### config.mk
export PLATFORM = sky130hd
export DESIGN_NAME = dcr_regs
export DESIGN_NICKNAME = d
export VERILOG_FILES = /design/src/core/dcr_pkg.sv /design/src/core/dcr_sync.sv /design/src/core/dcr_regs.sv
export SDC_FILE = /design/constraint.sdc
export NUM_CORES = 1
export LEC_CHECK = 0
export BUFFER_PORTS_ARGS = -buffer_cell sky130_fd_sc_hd__buf_2
export CAP_MARGIN = 20
export CORE_MARGIN = 4
export CORE_UTILIZATION = 48
export CTS_CLUSTER_DIAMETER = 50
export DETAILED_ROUTE_END_ITERATION = 6
export GPL_ROUTABILITY_DRIVEN = 0
export SYNTH_ARGS = -nofsm -noshare
export SYNTH_HDL_FRONTEND = slang
export SYNTH_SLANG_ARGS = --single-unit
export TNS_END_PERCENT = 10
### constraint.sdc
create_clock -name core_clk -period 3.4 [get_ports core_clk]
set_input_delay 0.68 -clock core_clk [delete_from_list [all_inputs] [get_ports core_clk]]
set_output_delay 0.68 -clock core_clk [all_outputs]
set_load 0.01 [all_outputs]
### src/core/dcr_pkg.sv
// Constants for the channel register set: port map, field positions, reset values
package dcr_pkg;
    // Register port width and channel count
    localparam int          ADDR_W          = 4;
    localparam int          DATA_W          = 8;
    localparam int          NUM_CHANNELS    = 4;

    // Port map; offsets below 8 are channel address/count pairs
    localparam logic [3:0]  OFS_CHAN_TOP    = 4'h7;
    localparam logic [3:0]  OFS_CMD_STATUS  = 4'h8;
    localparam logic [3:0]  OFS_REQUEST     = 4'h9;
    localparam logic [3:0]  OFS_SINGLE_MASK = 4'hA;
    localparam logic [3:0]  OFS_MODE        = 4'hB;
    localparam logic [3:0]  OFS_BYTE_PTR    = 4'hC;
    localparam logic [3:0]  OFS_MCLR_TEMP   = 4'hD;
    localparam logic [3:0]  OFS_CLR_MASK    = 4'hE;
    localparam logic [3:0]  OFS_ALL_MASK    = 4'hF;

    // Command register fields
    localparam int          CMD_MEM2MEM_BIT = 0;
    localparam int          CMD_HOLD_BIT    = 1;

    // Stored six-bit mode fields (written byte bits 7:2)
    localparam int          MODE_AUTO_BIT   = 2;
    localparam int          MODE_DEC_BIT    = 3;

    // Request and single mask write fields
    localparam int          SEL_SET_BIT     = 2;

    // Reset and fill values
    localparam logic [7:0]  CMD_RESET       = 8'h00;
    localparam logic [3:0]  MASK_RESET      = 4'hF;
    localparam logic [3:0]  REQ_RESET       = 4'h0;
    localparam logic [5:0]  MODE_RESET      = 6'h00;
    localparam logic [7:0]  TEMP_RESET      = 8'h00;
    localparam logic [15:0] WORD_RESET      = 16'h0000;
    localparam logic [1:0]  MODE_READ_ONES  = 2'h3;
    localparam logic [3:0]  REQ_READ_ONES   = 4'hF;
    localparam logic [7:0]  UNDEF_READ      = 8'hFF;
    localparam logic [15:0] COUNT_LAST      = 16'h0000;
    localparam logic [15:0] WORD_STEP       = 16'h0001;
endpackage

### src/core/dcr_sync.sv
// Three-stage pin synchroniser with agreement filter
`timescale 1ns/10ps
module dcr_sync #(
    parameter int               WIDTH       = 1,
    parameter logic [WIDTH-1:0] RESET_VALUE = '0
) (
    // Clock and reset
    input  wire logic             core_clk,
    input  wire logic             resetn,
    // Raw pin level and filtered result
    input  wire logic [WIDTH-1:0] pin_level,
    output logic      [WIDTH-1:0] stable_level
);
    logic [WIDTH-1:0] stage1_reg;  // Metastability catch, read only by stage 2
    logic [WIDTH-1:0] stage2_reg;  // Second stage
    logic [WIDTH-1:0] stage3_reg;  // Third stage

    // Refuse a zero-width instance
    if (WIDTH < 1) begin : g_bad_width
        $error("dcr_sync needs WIDTH of at least one");
    end

    // Shift chain
    always_ff @(posedge core_clk or negedge resetn) begin
        if (!resetn) begin
            stage1_reg <= RESET_VALUE;
            stage2_reg <= RESET_VALUE;
            stage3_reg <= RESET_VALUE;
        end else begin
            stage1_reg <= pin_level;
            stage2_reg <= stage1_reg;
            stage3_reg <= stage2_reg;
        end
    end

    // Per bit: accept a change only once stages 2 and 3 agree
    for (genvar b = 0; b < WIDTH; b++) begin : g_bit
        always_ff @(posedge core_clk or negedge resetn) begin
            if (!resetn) begin
                stable_level[b] <= RESET_VALUE[b];
            end else if (stage2_reg[b] == stage3_reg[b]) begin
                stable_level[b] <= stage3_reg[b];
            end
        end
    end
endmodule

### src/core/dcr_regs.sv
// Four-channel DMA register set with byte-wide host port and special commands
`timescale 1ns/10ps
module dcr_regs #(
    parameter int CHANNELS = dcr_pkg::NUM_CHANNELS
) (
    // Clock and reset
    input  wire logic        core_clk,
    input  wire logic        resetn,
    // Host I/O port pins
    input  wire logic        io_read_strobe_n,
    input  wire logic        io_write_strobe_n,
    input  wire logic [3:0]  io_address,
    input  wire logic [7:0]  system_data_lines_in,
    output logic      [7:0]  system_data_lines_out,
    output logic             system_data_lines_oe,
    // External request pins
    input  wire logic [3:0]  dreq,
    // Transfer engine events (same clock)
    input  wire logic        transfer_done,
    input  wire logic [1:0]  transfer_channel,
    input  wire logic        temp_capture,
    input  wire logic        temp_drive,
    // Settings and state for the transfer engine
    output logic [7:0]       command_setting,
    output logic [3:0]       request_mask,
    output logic [3:0]       service_request,
    output logic [15:0]      selected_address,
    output logic [5:0]       selected_mode,
    output logic             terminal_count_strobe,
    output logic [1:0]       terminal_count_channel
);
    // Only the two-bit channel fields are supported
    if (CHANNELS != dcr_pkg::NUM_CHANNELS) begin : g_bad_channels
        $error("dcr_regs supports exactly four channels");
    end

    // Synchronised pins
    logic        rd_n_s;                   // Filtered read strobe
    logic        wr_n_s;                   // Filtered write strobe
    logic [3:0]  addr_s;                   // Filtered port address
    logic [7:0]  data_s;                   // Filtered data lines
    logic [3:0]  dreq_s;                   // Filtered external requests
    logic        rd_n_prev_reg;            // Strobe history for edge detect
    logic        wr_n_prev_reg;

    // Register state
    logic [15:0] cur_addr_reg  [4];        // Current address per channel
    logic [15:0] cur_count_reg [4];        // Current word count per channel
    logic [15:0] base_addr_reg [4];        // Hidden base address
    logic [15:0] base_count_reg[4];        // Hidden base count
    logic [5:0]  mode_reg      [4];        // Mode bits 7:2 per channel
    logic [3:0]  tc_flag_reg;              // Status terminal count flags
    logic [3:0]  soft_req_reg;             // Software request bits
    logic        byte_ptr_reg;             // Zero: low byte next
    logic [1:0]  mode_cnt_reg;             // Mode read channel counter
    logic [7:0]  temp_reg;                 // Memory-to-memory holding byte
    logic [7:0]  rd_mux;                   // Read data selection

    // Decoded events
    logic        rd_evt;                   // One-cycle pulse, read asserted
    logic        wr_evt;                   // One-cycle pulse, write asserted
    logic        chan_access;              // Address or count register hit
    logic        mclr;                     // Master clear command
    logic [3:0]  tc_hit;                   // Wraparound on this channel
    logic [3:0]  host_wr_addr;             // Host writes channel address
    logic [3:0]  host_wr_count;            // Host writes channel count

    dcr_sync #(
        .WIDTH       (18),
        .RESET_VALUE ({2'b11, 16'h0000})
    ) u_pin_sync (
        .core_clk     (core_clk),
        .resetn       (resetn),
        .pin_level    ({io_read_strobe_n, io_write_strobe_n, io_address,
                        system_data_lines_in, dreq}),
        .stable_level ({rd_n_s, wr_n_s, addr_s, data_s, dreq_s})
    );

    // Strobe history; address and data share the strobe's latency
    always_ff @(posedge core_clk or negedge resetn) begin
        if (!resetn) begin
            rd_n_prev_reg <= 1'b1;
            wr_n_prev_reg <= 1'b1;
        end else begin
            rd_n_prev_reg <= rd_n_s;
            wr_n_prev_reg <= wr_n_s;
        end
    end

    assign rd_evt      = rd_n_prev_reg & ~rd_n_s;
    assign wr_evt      = wr_n_prev_reg & ~wr_n_s;
    assign chan_access = (rd_evt | wr_evt) && (addr_s <= dcr_pkg::OFS_CHAN_TOP);
    assign mclr        = wr_evt && (addr_s == dcr_pkg::OFS_MCLR_TEMP);

    // Replace one byte of a word, chosen by the byte pointer
    function automatic logic [15:0] merge_byte(input logic [15:0] old_word,
                                               input logic [7:0]  new_byte,
                                               input logic        high);
        merge_byte = high ? {new_byte, old_word[7:0]} : {old_word[15:8], new_byte};
    endfunction

    // Per-channel address, count, mode, flag, mask and request logic
    for (genvar ch = 0; ch < 4; ch++) begin : g_chan
        logic xfer;                        // Transfer completed on this channel
        logic auto_init;                   // Auto-initialize selected
        logic hold;                        // Address hold applies
        assign xfer              = transfer_done && (transfer_channel == 2'(ch));
        assign auto_init         = mode_reg[ch][dcr_pkg::MODE_AUTO_BIT];
        assign hold              = (ch == 0) && command_setting[dcr_pkg::CMD_HOLD_BIT];
        assign tc_hit[ch]        = xfer && (cur_count_reg[ch] == dcr_pkg::COUNT_LAST);
        assign host_wr_addr[ch]  = wr_evt && (addr_s == 4'(2 * ch));
        assign host_wr_count[ch] = wr_evt && (addr_s == 4'(2 * ch + 1));

        // Current and base address; host write wins over a transfer step
        always_ff @(posedge core_clk or negedge resetn) begin
            if (!resetn) begin
                cur_addr_reg[ch]  <= dcr_pkg::WORD_RESET;
                base_addr_reg[ch] <= dcr_pkg::WORD_RESET;
            end else if (host_wr_addr[ch]) begin
                cur_addr_reg[ch]  <= merge_byte(cur_addr_reg[ch], data_s, byte_ptr_reg);
                base_addr_reg[ch] <= merge_byte(base_addr_reg[ch], data_s, byte_ptr_reg);
            end else if (tc_hit[ch] && auto_init) begin
                cur_addr_reg[ch]  <= base_addr_reg[ch];
            end else if (xfer && !hold) begin
                if (mode_reg[ch][dcr_pkg::MODE_DEC_BIT]) begin
                    cur_addr_reg[ch] <= cur_addr_reg[ch] - dcr_pkg::WORD_STEP;
                end else begin
                    cur_addr_reg[ch] <= cur_addr_reg[ch] + dcr_pkg::WORD_STEP;
                end
            end
        end

        // Current and base word count
        always_ff @(posedge core_clk or negedge resetn) begin
            if (!resetn) begin
                cur_count_reg[ch]  <= dcr_pkg::WORD_RESET;
                base_count_reg[ch] <= dcr_pkg::WORD_RESET;
            end else if (host_wr_count[ch]) begin
                cur_count_reg[ch]  <= merge_byte(cur_count_reg[ch], data_s, byte_ptr_reg);
                base_count_reg[ch] <= merge_byte(base_count_reg[ch], data_s, byte_ptr_reg);
            end else if (tc_hit[ch] && auto_init) begin
                cur_count_reg[ch]  <= base_count_reg[ch];
            end else if (xfer) begin
                cur_count_reg[ch]  <= cur_count_reg[ch] - dcr_pkg::WORD_STEP;
            end
        end

        // Mode setting; master clear leaves modes alone
        always_ff @(posedge core_clk or negedge resetn) begin
            if (!resetn) begin
                mode_reg[ch] <= dcr_pkg::MODE_RESET;
            end else if (wr_evt && (addr_s == dcr_pkg::OFS_MODE) && (data_s[1:0] == 2'(ch))) begin
                mode_reg[ch] <= data_s[7:2];
            end
        end

        // Terminal count flag: a new wrap beats a status-read clear
        always_ff @(posedge core_clk or negedge resetn) begin
            if (!resetn) begin
                tc_flag_reg[ch] <= 1'b0;
            end else if (tc_hit[ch]) begin
                tc_flag_reg[ch] <= 1'b1;
            end else if (mclr || (rd_evt && (addr_s == dcr_pkg::OFS_CMD_STATUS))) begin
                tc_flag_reg[ch] <= 1'b0;
            end
        end

        // Request mask: wrap without auto-initialize beats host clears
        always_ff @(posedge core_clk or negedge resetn) begin
            if (!resetn) begin
                request_mask[ch] <= dcr_pkg::MASK_RESET[ch];
            end else if (mclr || (tc_hit[ch] && !auto_init)) begin
                request_mask[ch] <= 1'b1;
            end else if (wr_evt && (addr_s == dcr_pkg::OFS_SINGLE_MASK)
                         && (data_s[1:0] == 2'(ch))) begin
                request_mask[ch] <= data_s[dcr_pkg::SEL_SET_BIT];
            end else if (wr_evt && (addr_s == dcr_pkg::OFS_ALL_MASK)) begin
                request_mask[ch] <= data_s[ch];
            end else if (wr_evt && (addr_s == dcr_pkg::OFS_CLR_MASK)) begin
                request_mask[ch] <= 1'b0;
            end
        end

        // Software request: a host set beats the clear at terminal count
        always_ff @(posedge core_clk or negedge resetn) begin
            if (!resetn) begin
                soft_req_reg[ch] <= dcr_pkg::REQ_RESET[ch];
            end else if (mclr) begin
                soft_req_reg[ch] <= 1'b0;
            end else if (wr_evt && (addr_s == dcr_pkg::OFS_REQUEST)
                         && (data_s[1:0] == 2'(ch))) begin
                soft_req_reg[ch] <= data_s[dcr_pkg::SEL_SET_BIT];
            end else if (tc_hit[ch]) begin
                soft_req_reg[ch] <= 1'b0;
            end
        end

        // Service request: software requests ignore the mask
        always_ff @(posedge core_clk or negedge resetn) begin
            if (!resetn) begin
                service_request[ch] <= 1'b0;
            end else begin
                service_request[ch] <= (dreq_s[ch] & ~request_mask[ch]) | soft_req_reg[ch];
            end
        end
    end

    // Command register
    always_ff @(posedge core_clk or negedge resetn) begin
        if (!resetn) begin
            command_setting <= dcr_pkg::CMD_RESET;
        end else if (mclr) begin
            command_setting <= dcr_pkg::CMD_RESET;
        end else if (wr_evt && (addr_s == dcr_pkg::OFS_CMD_STATUS)) begin
            command_setting <= data_s;
        end
    end

    // Byte pointer; commands take the pointer without using the data lines
    always_ff @(posedge core_clk or negedge resetn) begin
        if (!resetn) begin
            byte_ptr_reg <= 1'b0;
        end else if (mclr || (wr_evt && (addr_s == dcr_pkg::OFS_BYTE_PTR))) begin
            byte_ptr_reg <= 1'b0;
        end else if (rd_evt && (addr_s == dcr_pkg::OFS_BYTE_PTR)) begin
            byte_ptr_reg <= 1'b1;
        end else if (chan_access) begin
            byte_ptr_reg <= ~byte_ptr_reg;
        end
    end

    // Mode read counter, wraps after channel 3
    always_ff @(posedge core_clk or negedge resetn) begin
        if (!resetn) begin
            mode_cnt_reg <= 2'h0;
        end else if (mclr || (rd_evt && (addr_s == dcr_pkg::OFS_CLR_MASK))) begin
            mode_cnt_reg <= 2'h0;
        end else if (rd_evt && (addr_s == dcr_pkg::OFS_MODE)) begin
            mode_cnt_reg <= mode_cnt_reg + 2'h1;
        end
    end

    // Temporary register keeps the last captured byte
    always_ff @(posedge core_clk or negedge resetn) begin
        if (!resetn) begin
            temp_reg <= dcr_pkg::TEMP_RESET;
        end else if (mclr) begin
            temp_reg <= dcr_pkg::TEMP_RESET;
        end else if (temp_capture) begin
            temp_reg <= data_s;
        end
    end

    // Read data selection
    always_comb begin
        rd_mux = dcr_pkg::UNDEF_READ;  // Special command reads are undefined
        if (addr_s <= dcr_pkg::OFS_CHAN_TOP) begin
            if (addr_s[0]) begin
                rd_mux = byte_ptr_reg ? cur_count_reg[addr_s[2:1]][15:8]
                                      : cur_count_reg[addr_s[2:1]][7:0];
            end else begin
                rd_mux = byte_ptr_reg ? cur_addr_reg[addr_s[2:1]][15:8]
                                      : cur_addr_reg[addr_s[2:1]][7:0];
            end
        end else begin
            case (addr_s)
                dcr_pkg::OFS_CMD_STATUS: rd_mux = {dreq_s, tc_flag_reg};
                dcr_pkg::OFS_REQUEST:    rd_mux = {dcr_pkg::REQ_READ_ONES, soft_req_reg};
                dcr_pkg::OFS_MODE:       rd_mux = {mode_reg[mode_cnt_reg], dcr_pkg::MODE_READ_ONES};
                dcr_pkg::OFS_MCLR_TEMP:  rd_mux = temp_reg;
                default:                 rd_mux = dcr_pkg::UNDEF_READ;
            endcase
        end
    end

    // Data bus drive: memory-to-memory write cycle, else host read
    always_ff @(posedge core_clk or negedge resetn) begin
        if (!resetn) begin
            system_data_lines_out <= dcr_pkg::TEMP_RESET;
            system_data_lines_oe  <= 1'b0;
        end else begin
            system_data_lines_oe <= temp_drive | ~rd_n_s;
            if (temp_drive) begin
                system_data_lines_out <= temp_reg;
            end else if (rd_evt) begin
                system_data_lines_out <= rd_mux;
            end
        end
    end

    // Terminal count pulse and selected channel view for the engine
    always_ff @(posedge core_clk or negedge resetn) begin
        if (!resetn) begin
            terminal_count_strobe  <= 1'b0;
            terminal_count_channel <= 2'h0;
            selected_address       <= dcr_pkg::WORD_RESET;
            selected_mode          <= dcr_pkg::MODE_RESET;
        end else begin
            terminal_count_strobe  <= |tc_hit;
            terminal_count_channel <= transfer_channel;
            selected_address       <= cur_addr_reg[transfer_channel];
            selected_mode          <= mode_reg[transfer_channel];
        end
    end
endmodule

## Word-level counts from Yosys, hierarchy flattened

Cells that the tools add are included.

- ROM bits: 0
- Memories: 0
- Bits in writable memories: 0
- Latch bits: 0
- Bits in registers: 423
- Input bits: 25

- $lt $le $gt $ge: 4
- Reductions and logical operators: 127
- Add/subtract/negate cells: 13
- Eq/ne operators: 55
- Muxes and demuxes: 90
- Shift-type cells: 0
- Bitwise operators: 22
- Div/mod/pow operators: 0
- Multipliers: 0

Operators by type and width:

| cell | count |
|---|---|
| 16-bit two-way mux | 35 |
| 16-bit by 1-bit subtractor with 16-bit output, second input constant | 8 |
| 16-bit binary-select mux with 2-bit select | 3 |
| 8-bit two-way mux | 10 |
| 16-bit by 1-bit adder with 16-bit output, second input constant | 4 |
| 16-bit zero test | 4 |
| 2-bit AND reduction | 32 |
| 1-bit logical AND | 50 |
| 3-bit nonzero test | 13 |
| 1-bit two-way mux | 33 |
| 4-bit equality test, second input constant | 8 |
| 2-bit inequality test, second input constant | 16 |
| 8-bit one-hot mux with 4 select lines | 1 |
| 6-bit binary-select mux with 2-bit select | 2 |
| 6-bit two-way mux | 4 |
| 1-bit equality test | 18 |
| 4-bit by 3-bit equality test with 1-bit output, second input constant | 4 |
| 2-bit nonzero test | 8 |
| 4-bit nonzero test | 4 |
| 3-bit >= comparator, second input constant | 3 |
| 2-bit inverter with 3-bit output | 3 |
| 2-bit equality test, second input constant | 4 |
| 4-bit by 2-bit equality test with 1-bit output, second input constant | 2 |
| 1-bit logical OR | 7 |
| other kinds (12) | 35 |

## Logic depth before layout (Yosys ltp)

Gate-level depths: netlist of the first run.

- Depth after elaboration: 9
- Gate-level depth with buffers: 10
- Depth with buffers taken out: 9

## Modules after synthesis

A second synthesis of the first run with hierarchy kept.

- Cell total of the unflattened synthesis: 2,348
- Area total of the unflattened synthesis: 22,982.0 um2

Modules (own cells, without submodules):

| module | instances | cells an instance | sequential area each (um2) | area an instance (um2) |
|---|---|---|---|---|
| dcr_regs | 1 | 2,258 | 8,790.9 | 20,967.6 |
| dcr_sync | 1 | 90 | 1,811.7 | 2,014.4 |

## Worst setup path before layout of the first run

OpenSTA, ideal clock, no wires.

- Kind: reg2reg
- Start: register mode_reg[9] (netlist name)
- End: register cur_addr_reg[28] (netlist name)
- Stages on the path, launching flop included: 9
- Buffers on the path: 0
- Library setup time: 0.122 ns
- Arrival: 2.652 ns
- Setup slack: 0.626 ns
- Cell sequence: dfrtp_1 > fa_1 > a211oi_1 > o21ai_0 > a2111oi_0 > o21ai_0 > a21oi_1 > mux2i_1 > nor2_1

- Cells in the longest elaborated chain, start to end: 4

RTL lines:

| what | line | RTL |
|---|---|---|
| from (decl) | dcr_regs.sv:51 | `logic [5:0] mode_reg [4];` |
| from (signal, indexed assignment) | dcr_regs.sv:151 | `mode_reg[ch] <= dcr_pkg::MODE_RESET;` |
| from (signal, indexed assignment) | dcr_regs.sv:153 | `mode_reg[ch] <= data_s[7:2];` |
| 16-bit two-way mux | dcr_regs.sv:125 | `if (mode_reg[ch][dcr_pkg::MODE_DEC_BIT]) begin` |
| 16-bit two-way mux | dcr_regs.sv:124 | `end else if (xfer && !hold) begin` |
| 16-bit two-way mux | dcr_regs.sv:122 | `end else if (tc_hit[ch] && auto_init) begin` |
| 16-bit two-way mux | dcr_regs.sv:119 | `end else if (host_wr_addr[ch]) begin` |
| to (signal, indexed assignment) | dcr_regs.sv:120 | `cur_addr_reg[ch] <= merge_byte(cur_addr_reg[ch], data_s, byte_ptr_reg);` |
| to (signal, indexed assignment) | dcr_regs.sv:123 | `cur_addr_reg[ch] <= base_addr_reg[ch];` |
| to (signal, indexed assignment) | dcr_regs.sv:126 | `cur_addr_reg[ch] <= cur_addr_reg[ch] - dcr_pkg::WORD_STEP;` |
| to (decl) | dcr_regs.sv:47 | `logic [15:0] cur_addr_reg [4];` |

Every way passes these cells. The select of a mux whose other input is x is not followed.
A chain may end at the register's enable or synchronous reset.

## Final worst setup path of the first run

- Start: register wr_n_prev_reg
- End: register cur_count_reg[54] (netlist name)

- Cells in the longest elaborated chain, start to end: 4
- Elaborated cells on any way between the ends: 6

RTL lines:

| what | line | RTL |
|---|---|---|
| from (decl) | dcr_regs.sv:44 | `logic wr_n_prev_reg;` |
| from (signal assigned) | dcr_regs.sv:86 | `wr_n_prev_reg <= wr_n_s;` |
| 1-bit AND (*) | dcr_regs.sv:91 | `assign wr_evt = wr_n_prev_reg & ~wr_n_s;` |
| 1-bit logical AND (*) | dcr_regs.sv:112 | `assign host_wr_count[ch] = wr_evt && (addr_s == 4'(2 * ch + 1));` |
| 2-bit inequality test (no source line) / 3-bit nonzero test (equally long branches) | n/a |  |
| 2-bit AND reduction (no source line) | n/a |  |
| to (signal, indexed assignment) | dcr_regs.sv:136 | `cur_count_reg[ch] <= dcr_pkg::WORD_RESET;` |
| to (signal, indexed assignment) | dcr_regs.sv:139 | `cur_count_reg[ch] <= merge_byte(cur_count_reg[ch], data_s, byte_ptr_reg);` |
| to (signal, indexed assignment) | dcr_regs.sv:142 | `cur_count_reg[ch] <= base_count_reg[ch];` |
| to (decl) | dcr_regs.sv:48 | `logic [15:0] cur_count_reg [4];` |

Mark *: on every way between the ends. The rest lies on a longest branch, timed or not.

==> impl_results.md, run 1 <==
* Placement Setup Slack at 411 ps
* #FFs+latches synth at between 400 and 500
* Largest net degree at the start of global routing at 86
* Port Buffer Count at 74
* Pwr dens at slightly above 800 nW/µm²
* Placed Area at 24,400 µm²
* Max Transition Viols Final at 0
* CP Capture Type: flip-flop
* Crit path depth at 7
* CTS Sinks at 423
* Fillers at 4,118
* Synthesized area at 23,000 µm²
* Layout net count at 2,566
* Post-Place Cells at just over 3,000
* Num CTS Buffers at 51
* Number of library cell types mapped by synthesis at 82
* Critical Path Source Type: flip-flop
* Share of the synthesized area in the top cell type at 44.6%
* Synth area leaders: dfrtp_1, nand2_1, mux4_2
* GR Util met1 at 41.9%
* Via density at 6.29
* Top cell by count, worst path: nor2_1
* LEAKAGE at approximately 12 nW
* Pre-Repair DR Iteration Count at 5
* Max_slew headroom at a little under a third
* Remaining DRCs at 0
* Critical-path maximum fanout at 9
* Wire length per cell at 23.5 µm
* Leading area contributor after synthesis: dfrtp_1
* EDFF count, synth at 0
* FF-to-FF End: cur_count_reg[54]$_DFFE_PN0P_
* Clock Skews at 20.8 ps
* Layout cells sized above 1 at 16.2%
* Setup ws final at 445 ps
* Setup slack, reg-to-reg at 440 ps
* Root Buffer: clkbuf_16
* Global-route wire length before repair at 114,000 µm
* Yosys synthesis warning count at 0
* Initial antenna violation count at 3
* Commonest cells in the netlist: nand2_1, dfrtp_1, nor2_1, o21ai_0, a21oi_1
* Max-cap viol count at 0
* Post-synth ARST share at 100%
* Count leader, synth: nand2_1
* CTS Hold Bufs at 0
* Postcts setup bufs at 0
* Critical path class: flip-flop to flip-flop
* Crit-path max cell delay at 570 ps
* Met3 Usage GRT at between 5 and 6%
* Crit path from: wr_n_prev_reg$_DFF_PN1_
* CP top delay family: simple AND/OR/NAND/NOR gates
* Vias in the first global route at ~19,000
* Worst endpoint data arrival time at approximately 3500 ps
* Mapped Nets at ~2,500
* Worst path buffer plus inverter count at 0
* CP Cell Sequence: nor2b_1 -> nand3_1 -> nor3_1 -> nor2_1 -> nor2_1 -> a22oi_1 -> o21ai_0
* Total track usage at 28.5%
* Horiz. Die Dim at between 200 and 250 µm
* Final setup violation count at 0
* Pwr Total at between 20 and 25 mW
* Layer carrying the most global-route usage: met2
* Hold/Removal Path Class: input port to asynchronous set/reset pin
* Setup TNS at 0 ps
* Hold WS at ~120 ps
* N_diodes at 0
* RSZ-0062 raised after global routing: false
* DP Wirelength at just over 50,000 µm
* Sequential share of the synthesized area at 46.2%
* Post-route ant nets at 0
* Via count at 19,600
* Layout Cells excl Fill at between 3,000 and 4,000
* Crit path capture: cur_count_reg[54]$_DFFE_PN0P_
* M2 GR Usage at between 40% and 50%
* Post-Synthesis Cells at 2,377
* Fin crit period at 2960 ps
* Max frequency at 0.338 GHz
* Full die area at 51,400 µm²
* Bufs on Longest Clock Path at 3
* Crit path required time at 3890 ps
* Reg-to-reg startpoint: wr_n_prev_reg$_DFF_PN1_
* Routed WL at between 70,000 and 80,000 µm
* Final instance area at about 26,000 µm²
* Die height at 227 µm
* R2r worst-path depth at 7
* Syn Area/Cell at 9.66 µm²
* Final Hold Viols at 0
* Ratio of final minimum period to clock period at 86.9%
* Status: complete, no violations
* Remaining global-route overflow at 0
* Clk pin slew, worst setup/hold paths at 60 ps
* Post_cts resized at 0
* VDD IR-drop max at 0.408 mV
* Core area at 47,000 µm²
* Ys flop type: dfrtp_1
* H-tree depth at 2
* Util after Layout at 55.7%
* FP Rows at slightly below 80
* Layout area overhead at 13.9%
* CP max stage cell: nor2_1
* Clk Latency, worst-skew pair at 590 ps
* Initial Utilization at around half
* Worst Tran Pin Value at 1040 ps
* TritonCTS clock tree: yes
* DRT iter0 DRCs at 2,049
* # IOs at 75
-- report_power, final --
group          leakage, nW  total, mW  internal [mW]  switching [mW]
Clock                0.872       5.71           3.49            2.22
Combinational         5.87       7.02           3.20            3.82
Sequential            5.20       8.44           6.54            1.89
Total                 11.9       21.2           13.2            7.93
-- cell usage in the layout, fill, tap and decap left out, types with 8 or more instances in the layout --
master and instances:
dfrtp_1 405, clkbuf_8 12, o21a_1 8, o21ai_0 170, maj3_1 18, ha_1 64, a31oi_1 25, o31ai_1 12
inv_1 27, clkbuf_16 51, buf_4 89, nand2_1 470, and3_1 12, mux2_2 51, o22ai_1 48, a21oi_1 146
nor4_1 12, or3_1 17, xor2_1 28, a21o_1 27, nor2b_1 13, nor3_1 48, nand4_1 13, mux4_2 63
nor2_1 174, a211oi_1 24, o311ai_0 10, nand3_1 63, o211ai_1 26, mux2i_1 38, nand2b_1 13, clkbuf_1 10
xnor2_1 49, buf_2 73, a22oi_1 17, dfstp_2 14
-- cell families after synthesis --
family          after synthesis  share of synthesized area (%)
xor+xnor                     77                           2.94
compound gates              592                           16.0
mux                         152                           10.3
simple gates                890                           17.2
buf+inv                     157                           2.77
flops                       423                           46.2
fa+ha+maj                    86                           4.62
-- worst register-to-register path: stages (launching register included) --
cell and delay (ps):
dfstp_2 560, nor2b_1 340, nand3_1 320, nor3_1 480, nor2_1 280, nor2_1 570, a22oi_1 160, o21ai_0 140
-- metal layers --
layer | wire, µm | part of all wire [%] | vias up
li1 | - | - | 8815
met1 | 31900 | 43 | 9839
met2 | 33000 | 45 | 827
met3 | 6190 | 8.4 | 152
met4 | 2320 | 3.2 | 4
met5 | 27 | 0.037 | -
-- worst min-delay path by stage --
stage	start	endpoint	slack, ps	depth (start not counted)
5_1_grt	resetn	u_pin_sync.stable_level[11]$_DFFE_PN0N_	150	1
4_1_cts	resetn	u_pin_sync.stable_level[11]$_DFFE_PN0N_	130	1
3_3_place_gp	u_pin_sync.stage1_reg[12]$_DFF_PN0_	u_pin_sync.stage2_reg[12]$_DFF_PN0_	330	0
6_report	resetn	u_pin_sync.stable_level[11]$_DFFE_PN0N_	120	1
2_1_floorplan	u_pin_sync.stage1_reg[0]$_DFF_PN0_	u_pin_sync.stage2_reg[0]$_DFF_PN0_	330	0
3_5_place_dp	u_pin_sync.stage1_reg[9]$_DFF_PN0_	u_pin_sync.stage2_reg[9]$_DFF_PN0_	330	0
-- area by class of cell --
class / instances / area (µm²) / area share (%)
multi-input combinational: 1797 / 11700 / 44.8
sequential: 423 / 10600 / 40.5
clock buffer: 73 / 1480 / 5.65
timing repair buffer: 170 / 1190 / 4.54
tap: 607 / 759 / 2.90
clock inverter: 21 / 290 / 1.11
inverter: 30 / 113 / 0.430
(Power assumes the default switching activity.)
==> inputs of run 2 (changes only) <==
--- a/config.mk
+++ b/config.mk
@@ -7,11 +7,13 @@
 export LEC_CHECK = 0
 export BUFFER_PORTS_ARGS = -buffer_cell sky130_fd_sc_hd__buf_2
 export CAP_MARGIN = 20
+export CORE_ASPECT_RATIO = 0.7
 export CORE_MARGIN = 4
 export CORE_UTILIZATION = 48
 export CTS_CLUSTER_DIAMETER = 50
 export DETAILED_ROUTE_END_ITERATION = 6
 export GPL_ROUTABILITY_DRIVEN = 0
+export PLACE_DENSITY = 0.67
 export SYNTH_ARGS = -nofsm -noshare
 export SYNTH_HDL_FRONTEND = slang
 export SYNTH_SLANG_ARGS = --single-unit
==> constraint.sdc (replaced) <==
create_clock -name core_clk -period 2.5 [get_ports core_clk]
set_input_delay 0.5 -clock core_clk [delete_from_list [all_inputs] [get_ports core_clk]]
set_output_delay 0.5 -clock core_clk [all_outputs]
set_load 0.01 [all_outputs]
==> impl_results.md, run 2 (same netlist as run 1, synthesis figures left out) <==
* Status: complete, but fails checks
* Failing checks: DRC, setup timing
* Worst path buffer plus inverter count at 1 (+1)
* Remaining global-route overflow at 0 (unchanged)
* Hold/Removal Path Class: input port to flip-flop
* Crit path capture: cur_count_reg[29]$_DFFE_PN0P_
* Critical path class: flip-flop to flip-flop
* Pre-Repair DR Iteration Count at 7 (+2)
* Max frequency at 0.383 GHz (+13%)
* Total track usage at 30.2% (+1.7 points)
* Layout area overhead at 23.2%
* Top cell by count, worst path: or4_4
* Initial antenna violation count at 0 (-3)
* RSZ-0062 raised after global routing: true
* Clk pin slew, worst setup/hold paths at 60 ps (about the same)
* FF-to-FF End: cur_count_reg[29]$_DFFE_PN0P_
* Clock Skews at 20.9 ps (+0.117 ps)
* Wire length per cell at 23.6 µm (+0.36%)
* CTS Sinks at 423 (unchanged)
* Ratio of final minimum period to clock period at 104% (+18 points)
* Crit path depth at 7 (unchanged)
* Clk Latency, worst-skew pair at 580 ps (about the same)
* Hold WS at 22.3 ps (-96.9 ps)
* Setup ws final at -112 ps (-557 ps)
* Port Buffer Count at 74 (unchanged)
* Crit path from: cur_count_reg[28]$_DFFE_PN0P_
* Worst Tran Pin Value at 851 ps (-185 ps)
* Full die area at 51,500 µm² (+0.11%)
* Remaining DRCs at 1 (+1)
* Max-cap viol count at 0 (unchanged)
* Setup slack, reg-to-reg at -110 ps (-560 ps)
* Post-route ant nets at 0 (unchanged)
* Placed Area at 26,200 µm² (+7.4%)
* VDD IR-drop max at 0.605 mV (+48%)
* DP Wirelength at 57,500 µm (+11%)
* Critical-path maximum fanout at 4 (-5)
* # IOs at 75 (unchanged)
* Crit-path max cell delay at 560 ps (about the same)
* R2r worst-path depth at 7 (unchanged)
* Largest net degree at the start of global routing at 62 (-28%)
* Reg-to-reg startpoint: cur_count_reg[28]$_DFFE_PN0P_
* Max Transition Viols Final at 0 (unchanged)
* Max_slew headroom at 43.3% (+12 points)
* Setup TNS at -972 ps (-972 ps)
* Routed WL at 79,200 µm (+8.0%)
* Most frequent cells in the layout: nand2_1, dfrtp_1, buf_4
* Num CTS Buffers at 45 (-12%)
* Critical Path Source Type: flip-flop
* Initial Utilization at 49.0% (about the same)
* Final instance area at 28,300 µm² (+8.2%)
* DRT iter0 DRCs at 2,803 (+37%)
* Layout cells sized above 1 at 26.0% (+9.8 points)
* H-tree depth at 2 (unchanged)
* Crit path required time at 2960 ps (-930 ps)
* LEAKAGE at 13.1 nW (+9.7%)
* Vias in the first global route at 20,400 (+8.4%)
* Via density at 6.30 (+0.11%)
* Global-route wire length before repair at 121,000 µm (+6.6%)
* TritonCTS clock tree: yes
* Commonest non-fill, non-tap cell in the layout: nand2_1
* Horiz. Die Dim at 269 µm (+19%)
* CP top delay family: simple AND/OR/NAND/NOR gates
* CP max stage cell: or4_4
* Bufs on Longest Clock Path at 3 (unchanged)
* Final Hold Viols at 0 (unchanged)
* Via count at 21,100 (+7.7%)
* CP Cell Sequence: or4_4 -> or4_4 -> or2_4 -> nor2_8 -> buf_4 -> o311ai_0 -> a32o_1
* CP Capture Type: flip-flop
* N_diodes at 0 (unchanged)
* Worst endpoint data arrival time at 3080 ps (-370 ps)
* Layout net count at 2,803 (+9.2%)
* Root Buffer: clkbuf_16
* FP Rows at 66 (-16%)
* Die height at 191 µm (-16%)
* Pwr dens at 1090 nW/µm² (+34%)
* Final setup violation count at 23 (+23)
* Core area at 46,900 µm² (about the same)
* Fin crit period at 2610 ps (-343 ps)
-- run 2: cell types whose count changed in the layout (fill, tap and decap cells not counted), moves of 6 or more --
cell	before	now
buf_6	0	7
ha_4	0	6
a211oi_1	24	18
clkbuf_16	51	45
a21oi_2	0	7
ha_1	64	49
o21ai_0	170	158
o21ai_1	3	10
clkbuf_1	10	4
clkbuf_8	12	5
a21oi_1	146	139
ha_2	0	9
buf_4	89	319
-- run 2: final cells by class --
type / count / area (µm²)
inverter: 30 / 113
clock buffer: 54 / 1210
sequential: 423 / 10600
fill: 3877 / 18600
tap: 612 / 766
multi-input combinational: 1797 / 12100
timing repair buffer: 413 / 3100
clock inverter: 28 / 417
-- run 2: report_power, final --
group | internal (mW) | switching [mW] | leakage [nW]
combinational | 5.67 | 6.66 | 7.10
sequential | 8.90 | 2.16 | 5.20
clock | 4.42 | 2.94 | 0.804
-- run 2: worst min-delay path by stage --
stage / endpoint / depth (start not counted) / start
finish: u_pin_sync.stage1_reg[17]$_DFF_PN1_ / 1 / io_read_strobe_n
floorplan: base_addr_reg[0]$_DFFE_PN0P_ / 0 / resetn
global route: u_pin_sync.stage1_reg[2]$_DFF_PN0_ / 1 / dreq[2]
global placement: u_pin_sync.stage2_reg[3]$_DFF_PN0_ / 0 / u_pin_sync.stage1_reg[3]$_DFF_PN0_
CTS: u_pin_sync.stage1_reg[17]$_DFF_PN1_ / 1 / io_read_strobe_n
detailed placement: u_pin_sync.stage2_reg[9]$_DFF_PN0_ / 0 / u_pin_sync.stage1_reg[9]$_DFF_PN0_
-- run 2: through the flow --
step	util (%)	worst slack [ps]	power, mW	instances
3_5_place_dp	55.9	-122	22.4	3263
6_report	60.3	-112	30.7	3357
2_1_floorplan	-	-115	17.4	2377
3_3_place_gp	55.8	-135	22.0	3262
4_1_cts	59.5	-47.5	30.0	3347
5_1_grt	60.3	-146	32.3	3357
-- run 2: what timing repair did --
| item | in CTS | in global routing |
|---|---|---|
| hold endpoints to repair | 43 | 0 |
| hold buffers | 1 | 0 |
| pin swaps | 3 | 21 |
| resized for setup | 17 | 81 |
| buffers inserted | 1 | 10 |
| setup endpoints to repair | 27 | 83 |
-- run 2: metal layers --
metal	vias up	wire length, µm	track usage [%]
met5	-	0	0
met2	1314	32200	42.3
met4	0	2600	8.69
met3	202	12000	12.4
met1	10300	32400	43.2
li1	9290	-	-
-- run 2: worst reg2reg max path: stages (launching register included) --
cell and delay [ps]:
dfrtp_1 390, or4_4 560, or4_4 530, or2_4 290, nor2_8 120, buf_4 160
o311ai_0 150, a32o_1 290
==> inputs of run 3 (changes only) <==
--- a/config.mk
+++ b/config.mk
@@ -9,11 +9,11 @@
 export CAP_MARGIN = 20
 export CORE_ASPECT_RATIO = 0.7
 export CORE_MARGIN = 4
-export CORE_UTILIZATION = 48
+export CORE_UTILIZATION = 30
 export CTS_CLUSTER_DIAMETER = 50
 export DETAILED_ROUTE_END_ITERATION = 6
 export GPL_ROUTABILITY_DRIVEN = 0
-export PLACE_DENSITY = 0.67
+export SLEW_MARGIN = 20
 export SYNTH_ARGS = -nofsm -noshare
 export SYNTH_HDL_FRONTEND = slang
 export SYNTH_SLANG_ARGS = --single-unit
==> impl_results.md, run 3 (same netlist as run 1, synthesis figures left out) <==
* Status: complete, but fails checks
* Failing checks: setup timing
* TritonCTS clock tree: yes
* Critical Path Source Type: flip-flop
* Hold WS at 22.5 ps (+0.240 ps)
* Pwr Total at 30.4 mW (-0.96%)
* Horiz. Die Dim at 339 µm (+26%)
* Via density at 5.43 (-14%)
* DP Wirelength at 58,400 µm (+1.4%)
* Vias in the first global route at 19,000 (-6.9%)
* Commonest non-fill, non-tap cell in the layout: nand2_1
* Full die area at 81,100 µm² (+58%)
* Max Transition Viols Final at 0 (unchanged)
* Fin crit period at 2510 ps (-103 ps)
* Max_slew headroom at 49.3% (+6.0 points)
* Max-cap viol count at 0 (unchanged)
* CTS Sinks at 423 (unchanged)
* Die height at 239 µm (+25%)
* Initial Utilization at 30.4% (-19 points)
* Total track usage at 19.2% (-11 points)
* Crit-path max cell delay at 540 ps (-20 ps)
* CP max stage cell: or4_4
* Setup slack, reg-to-reg at -9 ps (+100 ps)
* Pre-Repair DR Iteration Count at 7 (unchanged)
* VDD IR-drop max at 0.699 mV (+16%)
* LEAKAGE at 13.1 nW (-0.20%)
* Layout cells sized above 1 at 24.3% (-1.7 points)
* H-tree depth at 2 (unchanged)
* Final setup violation count at 1 (-96%)
* Routed WL at 79,800 µm (+0.76%)
* FP Rows at 84 (+27%)
* Pwr dens at 1060 nW/µm² (-2.2%)
* # IOs at 75 (unchanged)
* Most frequent cells in the layout: nand2_1, dfrtp_1, buf_4
* Remaining global-route overflow at 0 (unchanged)
* Max frequency at 0.399 GHz (+4.1%)
* RSZ-0062 raised after global routing: true
* Setup TNS at -8.54 ps (+964 ps)
* Beginning of the worst hold path: system_data_lines_in[4]
* Core area at 75,500 µm² (+61%)
* CP Cell Sequence: or4_4 -> or4_4 -> or2_4 -> nor2_8 -> buf_12 -> nor3_1 -> a21oi_1 -> o211ai_2
* FF-to-FF End: cur_addr_reg[20]$_DFFE_PN0P_
* Layout net count at 2,798 (-0.18%)
* Initial antenna violation count at 4 (+4)
* R2r worst-path depth at 8 (+1)
* Worst Tran Pin Value at 760 ps (-90.7 ps)
* Wire length per cell at 21.4 µm (-9.4%)
* Clock Skews at 26.0 ps (+5.06 ps)
* Port Buffer Count at 74 (unchanged)
* CP Capture Type: flip-flop
* Clk Latency, worst-skew pair at 620 ps (+40 ps)
* Reg-to-reg startpoint: cur_count_reg[26]$_DFFE_PN0P_
* Via count at 20,300 (-4.2%)
* Layout area overhead at 24.8%
* Global-route wire length before repair at 120,000 µm (-1.2%)
* Critical-path maximum fanout at 5 (+1)
* Critical path class: flip-flop to flip-flop
* DRT iter0 DRCs at 2,103 (-25%)
* Remaining DRCs at 0 (-1)
* Crit path required time at 3000 ps (+40 ps)
* Clk pin slew, worst setup/hold paths at 70 ps (about the same)
* N_diodes at 0 (unchanged)
* Top cell by count, worst path: or4_4
* Num CTS Buffers at 47 (+4.4%)
* Crit path from: cur_count_reg[26]$_DFFE_PN0P_
* Post-route ant nets at 0 (unchanged)
* Largest net degree at the start of global routing at 88 (+42%)
* Hold Path End: u_pin_sync.stage1_reg[8]$_DFF_PN0_
* Root Buffer: clkbuf_16
* Bufs on Longest Clock Path at 3 (unchanged)
* Ratio of final minimum period to clock period at 100% (-4.1 points)
* Number of cells on the worst hold path at 1 (unchanged)
* Final Hold Viols at 0 (unchanged)
* Worst endpoint data arrival time at 3010 ps (-70 ps)
* Hold/Removal Path Class: input port to flip-flop
* Setup ws final at -8.54 ps (+103 ps)
[run 3: where the power goes]
| part | internal [mW] | switching [mW] |
|---|---|---|
| registers | 8.90 | 2.12 |
| logic | 5.55 | 6.44 |
| clock network | 4.21 | 3.23 |
| total | 18.7 | 11.8 |
[run 3: critical path: cells and delay by family (launching register included)]
family                 cells  cell delay (ps)
AND/OR/NAND/NOR            5             1630
AO/OA/AOI/OAI              2              250
flip-flops                 1              380
buffers and inverters      1              140
[run 3: repair_timing]
action / 4_1_cts / 5_1_grt
cloned: 0 / 2
buffers inserted: 0 / 3
endpoints found under the hold margin: 49 / 0
setup endpoints to repair: 16 / 74
pin swaps: 2 / 15
hold buffers: 18 / 0
resized for setup: 8 / 61
[run 3: area by class of cell]
| type | instances | area [µm²] |
|---|---|---|
| multi-input combinational | 1798 | 11900 |
| inverter | 30 | 113 |
| tap | 989 | 1240 |
| fill | 7529 | 46800 |
| clock inverter | 31 | 367 |
| sequential | 423 | 10600 |
| timing repair buffer | 405 | 3140 |
| clock buffer | 56 | 1260 |
[run 3: per-stage QoR]
| stage | util, % | area, µm² | setup WS [ps] | cells |
|---|---|---|---|---|
| 2_1_floorplan | - | 23000 | -115 | 2377 |
| 3_3_place_gp | 35.2 | 26600 | -114 | 3622 |
| 3_5_place_dp | 35.2 | 26600 | -88.9 | 3622 |
| 4_1_cts | 37.6 | 28400 | -26.3 | 3727 |
| 5_1_grt | 38.0 | 28700 | -110 | 3732 |
| 6_report | 38.0 | 28700 | -8.54 | 3732 |
[run 3: layer usage]
metal	vias to the layer above	share of wire (%)	track usage, %
met2	934	39	25.6
met1	9906	46	28.7
met3	120	13	7.56
met5	-	0.038	0
li1	9292	-	-
met4	4	2.1	4.44
[run 3: worst max path at each step]
stage / to / slack, ps / cells past startpoint
detailed placement: cur_addr_reg[14]$_DFFE_PN0P_ / -90 / 8
finish: cur_addr_reg[20]$_DFFE_PN0P_ / -9 / 8
CTS: cur_addr_reg[62]$_DFFE_PN0P_ / -30 / 8
floorplan: cur_addr_reg[28]$_DFFE_PN0P_ / -110 / 8
global route: cur_addr_reg[30]$_DFFE_PN0P_ / -110 / 9
global placement: cur_addr_reg[14]$_DFFE_PN0P_ / -110 / 8
